$ cat src/rtl/asrp_pkg.sv
package asrp_pkg;

  // ----------------------------------------------------------------
  // memory geometry
  // ----------------------------------------------------------------
  localparam int ADDR_W = 19;
  localparam int DATA_W = 8;
  localparam int WORDS = 524288;

  // ----------------------------------------------------------------
  // timing, in ns as specified
  // ----------------------------------------------------------------
  localparam int CLK_PERIOD_NS = 20;
  localparam int READ_CYCLE_TIME_NS = 15;
  localparam int ADDRESS_ACCESS_TIME_NS = 15;
  localparam int SELECT_ACCESS_TIME_NS = 15;
  localparam int OUTPUT_ENABLE_ACCESS_TIME_NS = 7;
  localparam int ADDR_SETUP_WR_NS = 1;
  localparam int STROBE_PULSE_WIDTH_NS = 12;
  localparam int STROBE_TO_HIZ_TIME_NS = 5;
  localparam int DATA_SETUP_NS = 7;
  localparam int ADDR_HOLD_WR_NS = 2;
  localparam int DATA_HOLD_NS = 2;

  // least times round up to whole cycles, never below one
  function automatic int asrp_cyc(input int t_ns);
    int c;
    c = (t_ns + CLK_PERIOD_NS - 1) / CLK_PERIOD_NS;
    return (c < 1) ? 1 : c;
  endfunction : asrp_cyc

  function automatic int asrp_max(input int a, input int b);
    return (a > b) ? a : b;
  endfunction : asrp_max

  // ----------------------------------------------------------------
  // derived cycle counts
  // ----------------------------------------------------------------
  localparam int ACCESS_CYC = asrp_max(asrp_max(asrp_cyc(ADDRESS_ACCESS_TIME_NS),
    asrp_cyc(SELECT_ACCESS_TIME_NS)), asrp_max(asrp_cyc(OUTPUT_ENABLE_ACCESS_TIME_NS),
    asrp_cyc(READ_CYCLE_TIME_NS)));
  localparam int SYNC_STAGES = 2;
  localparam int SETUP_CYC = asrp_cyc(ADDR_SETUP_WR_NS);
  localparam int HIZ_CYC = asrp_cyc(STROBE_TO_HIZ_TIME_NS);
  localparam int PULSE_CYC = asrp_cyc(STROBE_PULSE_WIDTH_NS);
  localparam int WDATA_CYC = asrp_max(asrp_cyc(DATA_SETUP_NS), PULSE_CYC - HIZ_CYC);
  localparam int HOLD_CYC = asrp_max(asrp_cyc(ADDR_HOLD_WR_NS), asrp_cyc(DATA_HOLD_NS));

  localparam int TIMER_W = 4;

  // ----------------------------------------------------------------
  // controller states
  // ----------------------------------------------------------------
  typedef enum logic [2:0] {
    ASRP_IDLE = 3'h0,
    ASRP_RD_ACC = 3'h1,
    ASRP_RD_SYNC = 3'h2,
    ASRP_WR_SETUP = 3'h3,
    ASRP_WR_HIZ = 3'h4,
    ASRP_WR_DATA = 3'h5,
    ASRP_WR_HOLD = 3'h6
  } asrp_state_e;

endpackage : asrp_pkg

$ cat src/rtl/asrp_ctrl.sv
`timescale 1ns/1ps
module asrp_ctrl
  import asrp_pkg::*;
(
  input wire logic mclk_i,
  input wire logic sys_rst_i,
  input wire logic req_i,
  input wire logic we_i,
  input wire logic [ADDR_W-1:0] addr_i,
  input wire logic [DATA_W-1:0] wdata_i,
  output logic ready_o,
  output logic [DATA_W-1:0] rdata_o,
  output logic rvalid_o,
  output logic wdone_o,
  output logic select_low_n_o,
  output logic select_high_o,
  output logic strobe_n_o,
  output logic out_en_n_o,
  output logic [ADDR_W-1:0] addr_o,
  output logic [DATA_W-1:0] dq_o,
  output logic dq_oe_n_o,
  input wire logic [DATA_W-1:0] dq_i
);

  typedef struct packed {
    asrp_state_e state;
    logic [ADDR_W-1:0] addr;
    logic [DATA_W-1:0] wdata;
    logic [DATA_W-1:0] rdata;
    logic rvalid;
    logic wdone;
    logic sel_n;
    logic sel;
    logic strobe_n;
    logic oe_n;
    logic dq_oe_n;
    logic [DATA_W-1:0] dq_meta;
    logic [DATA_W-1:0] dq_sync;
  } asrp_ctrl_s;

  asrp_ctrl_s st_reg;
  asrp_ctrl_s st_next;
  logic tmr_load;
  logic [TIMER_W-1:0] tmr_val;
  logic tmr_last;

  localparam asrp_ctrl_s RST_VAL = '{state: ASRP_IDLE, addr: '0, wdata: '0, rdata: '0,
    rvalid: 1'b0, wdone: 1'b0, sel_n: 1'b1, sel: 1'b0, strobe_n: 1'b1, oe_n: 1'b1,
    dq_oe_n: 1'b1, dq_meta: '0, dq_sync: '0};

  // ----------------------------------------------------------------
  // phase timer
  // ----------------------------------------------------------------
  asrp_timer #(
    .W(TIMER_W)
  ) u_timer (
    .mclk_i(mclk_i),
    .sys_rst_i(sys_rst_i),
    .load_i(tmr_load),
    .load_val_i(tmr_val),
    .last_o(tmr_last)
  );

  // ----------------------------------------------------------------
  // next state and pin levels
  // ----------------------------------------------------------------
  always_comb
  begin
    st_next = st_reg;
    tmr_load = 1'b0;
    tmr_val = '0;
    st_next.rvalid = 1'b0;
    st_next.wdone = 1'b0;
    // first flop feeds only the second one
    st_next.dq_meta = dq_i;
    st_next.dq_sync = st_reg.dq_meta;
    case (st_reg.state)
      ASRP_IDLE:
      begin
        if (req_i)
        begin
          st_next.addr = addr_i;
          st_next.wdata = wdata_i;
          tmr_load = 1'b1;
          if (we_i)
          begin
            st_next.state = ASRP_WR_SETUP;
            tmr_val = TIMER_W'(SETUP_CYC);
          end
          else
          begin
            st_next.state = ASRP_RD_ACC;
            tmr_val = TIMER_W'(ACCESS_CYC);
          end
        end
      end
      ASRP_RD_ACC:
      begin
        if (tmr_last)
        begin
          st_next.state = ASRP_RD_SYNC;
          tmr_load = 1'b1;
          tmr_val = TIMER_W'(SYNC_STAGES);
        end
      end
      ASRP_RD_SYNC:
      begin
        if (tmr_last)
        begin
          st_next.state = ASRP_IDLE;
          st_next.rdata = st_reg.dq_sync;
          st_next.rvalid = 1'b1;
        end
      end
      ASRP_WR_SETUP:
      begin
        if (tmr_last)
        begin
          st_next.state = ASRP_WR_HIZ;
          tmr_load = 1'b1;
          tmr_val = TIMER_W'(HIZ_CYC);
        end
      end
      ASRP_WR_HIZ:
      begin
        if (tmr_last)
        begin
          st_next.state = ASRP_WR_DATA;
          tmr_load = 1'b1;
          tmr_val = TIMER_W'(WDATA_CYC);
        end
      end
      ASRP_WR_DATA:
      begin
        if (tmr_last)
        begin
          st_next.state = ASRP_WR_HOLD;
          tmr_load = 1'b1;
          tmr_val = TIMER_W'(HOLD_CYC);
        end
      end
      ASRP_WR_HOLD:
      begin
        if (tmr_last)
        begin
          st_next.state = ASRP_IDLE;
          st_next.wdone = 1'b1;
        end
      end
      default:
      begin
        st_next.state = ASRP_IDLE;
      end
    endcase
    // pins follow the phase being entered
    st_next.sel_n = (st_next.state == ASRP_IDLE);
    st_next.sel = (st_next.state != ASRP_IDLE);
    st_next.oe_n = !((st_next.state == ASRP_RD_ACC) || (st_next.state == ASRP_RD_SYNC));
    st_next.strobe_n = !((st_next.state == ASRP_WR_HIZ) ||
      (st_next.state == ASRP_WR_DATA));
    st_next.dq_oe_n = !((st_next.state == ASRP_WR_DATA) ||
      (st_next.state == ASRP_WR_HOLD));
  end

  always_ff @(posedge mclk_i or posedge sys_rst_i)
  begin
    if (sys_rst_i)
    begin
      st_reg <= RST_VAL;
    end
    else
    begin
      st_reg <= st_next;
    end
  end

  // ----------------------------------------------------------------
  // outputs
  // ----------------------------------------------------------------
  assign ready_o = (st_reg.state == ASRP_IDLE);
  assign rdata_o = st_reg.rdata;
  assign rvalid_o = st_reg.rvalid;
  assign wdone_o = st_reg.wdone;
  assign select_low_n_o = st_reg.sel_n;
  assign select_high_o = st_reg.sel;
  assign strobe_n_o = st_reg.strobe_n;
  assign out_en_n_o = st_reg.oe_n;
  assign addr_o = st_reg.addr;
  assign dq_o = st_reg.wdata;
  assign dq_oe_n_o = st_reg.dq_oe_n;

  // ----------------------------------------------------------------
  // checks
  // ----------------------------------------------------------------
  logic [TIMER_W-1:0] low_cnt;
  always_ff @(posedge mclk_i or posedge sys_rst_i)
  begin
    if (sys_rst_i)
    begin
      low_cnt <= '0;
    end
    else if (!strobe_n_o)
    begin
      low_cnt <= low_cnt + 1'b1;
    end
    else
    begin
      low_cnt <= '0;
    end
  end
endmodule : asrp_ctrl

$ cat src/rtl/asrp_timer.sv
`timescale 1ns/1ps
module asrp_timer
  import asrp_pkg::*;
#(
  parameter int W = TIMER_W
)(
  input wire logic mclk_i,
  input wire logic sys_rst_i,
  input wire logic load_i,
  input wire logic [W-1:0] load_val_i,
  output logic last_o
);

  typedef struct packed {
    logic [W-1:0] cnt;
  } asrp_timer_s;

  asrp_timer_s st_reg;
  asrp_timer_s st_next;

  // ----------------------------------------------------------------
  // down counter, last marks final cycle of a phase
  // ----------------------------------------------------------------
  always_comb
  begin
    st_next = st_reg;
    if (load_i)
    begin
      st_next.cnt = load_val_i;
    end
    else if (st_reg.cnt != '0)
    begin
      st_next.cnt = st_reg.cnt - 1'b1;
    end
  end

  always_ff @(posedge mclk_i or posedge sys_rst_i)
  begin
    if (sys_rst_i)
    begin
      st_reg <= '0;
    end
    else
    begin
      st_reg <= st_next;
    end
  end

  assign last_o = (st_reg.cnt <= W'(1));

endmodule : asrp_timer

$ cat config.mk
export PLATFORM = sky130hd
export DESIGN_NAME = asrp_ctrl
export DESIGN_NICKNAME = d
export VERILOG_FILES = /design/src/rtl/asrp_pkg.sv /design/src/rtl/asrp_ctrl.sv /design/src/rtl/asrp_timer.sv
export SDC_FILE = /design/constraint.sdc
export NUM_CORES = 1
export LEC_CHECK = 0
export ABC_CLOCK_PERIOD_IN_PS = 2500
export BUFFER_PORTS_ARGS = -buffer_cell sky130_fd_sc_hd__buf_2
export CORE_UTILIZATION = 30
export CTS_BUF_LIST = sky130_fd_sc_hd__clkbuf_8 sky130_fd_sc_hd__clkbuf_16
export DETAILED_ROUTE_END_ITERATION = 8
export GPL_ROUTABILITY_DRIVEN = 0
export PLACE_DENSITY = 0.48
export SETUP_SLACK_MARGIN = 0.5
export SYNTH_ARGS = -nofsm -noshare
export SYNTH_HDL_FRONTEND = slang
export SYNTH_SLANG_ARGS = --single-unit
$ cat constraint.sdc
create_clock -name mclk_i -period 2.5 [get_ports mclk_i]
set_input_delay 0.25 -clock mclk_i [delete_from_list [all_inputs] [get_ports mclk_i]]
set_output_delay 0.25 -clock mclk_i [all_outputs]
set_load 0.005 [all_outputs]
==> impl_results.md <==
* Die area at 9610 um^2
* Clock Root Buffer: clkbuf_8
* Vias/cell at 4.34
* Met2 Use GR at 15.5%
* GRT Overall Usage at between 10% and 20%
* Syn. warnings at 0
* Post-synth EDFFs at 0
* Reg2Reg Launch Point: st_reg[60]
* DRC violation count after routing at 7
* Maxcap violations at 0
* CTS Buffer Depth at 2
* Share of cells above drive strength 1 at 55.2%
* Initial Utilization at 31.4%
* Synth Area in XOR/XNOR at 0.949%
* Register area at 1630 um^2
* Fill cell count at 866
* Switching part of the total at between 30% and 40%
* Clock Skew at 0.00782 ns
* Net Sw Power at 1370 uW
* Pint at a little under 3000 uW
* Leading area contributor after synthesis: dfrtp_1
* Post-CTS Setup Bufs at 0
* Period utilisation layout at 74.0%
* CP max stage cell: dfrtp_1
* Final non-filler cell area at 3330 um^2
* Antenna violations before repair at 0
* Utilization of the core after routing at 37.8%
* Share of flip-flops with an asynchronous set or reset at 100%
* Crit path cell chain: inv_1, nand2_1, nor3_4, mux2_2
* Largest family of logic cells by synthesized area: multiplexers
* Core footprint at 8810 um^2
* Crit-path max FO at 12
* Max VDD drop at 0.467 mV
* Routed wire length at 4600 um
* Tot Pwr at 4320 uW
* Cell Pwr Density at 1300 nW/um^2
* HPWL Detailed at 3190 um
* Crit path largest cell delay at 0.52 ns
* GR Util met3 at 4.44%
* Register area share after synthesis at 59.0%
* Pleak at 0.00155 uW
* Vias in the first global route at 1538
* Slew @ Worst Pin at 0.694 ns
* Num ports at 82
* Combinational power share at 36.2%
* First-pass GRT wire length at 7600 um
* Setup_tns at 0 ns
* IO buf count at 81
* Simple logic cell fraction of the synthesized area at 6.56%
* Worst setup EP type: flip-flop
* Max reg flops at 19
* Final hold viol count at 0
* Routed via count at 1640
* Status: complete, but fails checks
* Rel. slew slack at 53.7%
* Cells after synthesis at 206
* Setup repair after global routing missed its margin: no
* TritonCTS Sinks at 65
* DR WL/cell at 12.2 um
* Main flop type after synthesis: dfrtp_1
* Critical Path AT at ~2.1 ns
* Synth cell count leaders: dfrtp_1, buf_4, mux2_2
* Most frequent cell after synthesis: dfrtp_1
* DRT iter0 DRCs at 26
* Grt total ovfl at 0
* Largest net degree at the start of global routing at 34
* CTS tree: yes
* R2r setup slk at 0.65 ns
* Area delta synth->final at 20.2%
* Post-synthesis mux area share at 15.0%
* Synth area leaders: dfrtp_1, mux2_2, buf_4
* Max Fclk at 0.541 GHz
* Initial DRT Pass Iterations at 6
* Worst flop-to-flop path endpoint: rdata_o[7]
* Die width at a little under 100 um
* Hold WC Path Type: in -> async
* Nets at 308
* Synthesized area per cell at around 13 um^2
* Worst setup path start: st_reg[60]
* Met1 Usage GRT at 12.8%
* Final ANT Viol Nets at 0
* Multi-input gate area at slightly above 800 um^2
* Final setup viols at 0
* Final min period at 1.85 ns
* Number of H-tree levels at 3
* FF-to-FF path depth at 4
* WS Path Type: reg -> reg
* Worst-Skew Late Latency at 0.33 ns
* Min Hold Slack at 0.0230 ns
* GR peak layer: met2
* Placed Instance Area at 3030 um^2
* Sequential share of power at 40.6%
* Adder-cell share of the synthesized area at ~1.4%
* Synth Area in Compound Gates at 5.38%
* Max-slew violation count at 0
* Library cells used by synthesis at 39
* Synthesized net count at 248
* Worst EP required at 2.72 ns
* CTS buffer count at 9
* CP endpoint: rdata_o[7]
* Clock-pin slew on the worst setup and hold paths at 0.07 ns
* Clock share of power at approximately 23%
* Site Rows at 34
* Worst Setup Start Kind: flip-flop
* Synth Register Bits at 65
* Die Height at 98.1 um
* # diodes at 0
* Failing checks: design-rule violations
* Post-synth top area share at between 50 and 60%
* Post-synth design cell area at 2770 um^2
-- how the worst min path moves through the flow --
stage	startpoint	end	slack (ns)	cells past startpoint
2_1_floorplan	dq_i[0]	st_next[0]	0.28	0
3_3_place_gp	st_next[6]	st_reg[6]	0.33	0
3_5_place_dp	st_next[5]	st_reg[5]	0.33	0
4_1_cts	dq_i[0]	st_next[0]	0.009	1
5_1_grt	dq_i[7]	st_next[7]	0.01	1
6_report	sys_rst_i	rvalid_o	0.02	2
-- cell usage in the layout (no fill, tap or decap), types with 2 or more instances in the layout --
cell type,synthesis,routed
nor3_1,4,4
inv_2,1,2
ha_1,3,3
o221ai_1,2,2
dfstp_2,4,4
bufinv_16,0,2
nand2_1,3,3
dfrtp_1,61,61
a31oi_1,2,2
nor2_4,2,2
buf_4,37,2
xnor2_1,3,3
a21o_1,2,2
nor2_1,6,6
inv_1,5,4
mux2_2,35,35
buf_2,1,81
o21ai_0,4,4
nand3_1,3,3
a21oi_1,5,5
dlygate4sd3_1,0,7
clkbuf_8,0,11
mux2i_1,2,2
-- what timing repair did --
| item | 4_1_cts | 5_1_grt |
|---|---|---|
| hold buffers | 5 | 2 |
| setup endpoints to repair | 0 | 10 |
| resized for setup | 0 | 1 |
| hold endpoints to repair | 5 | 2 |
-- per-layer routing --
layer	vias up	part of all wire, %
li1	791	-
met1	793	45
met2	49	46
met3	7	6.7
met4	0	2.2
met5	-	0
-- layout make-up --
class,instances,area share [%]
Tap cell,108,4.06
Multi-Input combinational cell,93,24.3
Inverter,6,0.677
Timing Repair Buffer,91,15.1
Sequential cell,65,49.0
Clock buffer,11,4.55
Clock inverter,4,2.29
-- cells by family (layout without fill, tap and decap cells) --
kind of cell / after synthesis / after routing
buf+inv: 48 / 112
xor+xnor: 3 / 3
flops: 65 / 65
fa+ha+maj: 3 / 3
compound gates: 22 / 22
simple gates: 28 / 28
mux: 37 / 37
-- worst max-delay path: cells and delay by family (launching register included) --
kind                   cells  cell delay, ns
buffers and inverters      1            0.21
DFF                        1            0.52
and+or+nand+nor            2            0.62
muxes                      1            0.39
-- metrics by stage --
stage               cells  worst slack [ns]
global route          378             0.505
CTS                   376             0.585
floorplan             206             0.630
global placement      356             0.609
finish                378             0.651
detailed placement    356             0.599
-- power by group through the flow --
| stage | Clock [uW] | Combinational, uW | Sequential [uW] |
|---|---|---|---|
| CTS | 1050 | 1600 | 1760 |
| floorplan | 0 | 1550 | 1660 |
| global route | 1100 | 1730 | 1830 |
| global placement | 0 | 1570 | 1780 |
| finish | 1000 | 1560 | 1750 |
| detailed placement | 0 | 1590 | 1780 |
(Power assumes the default switching activity.)
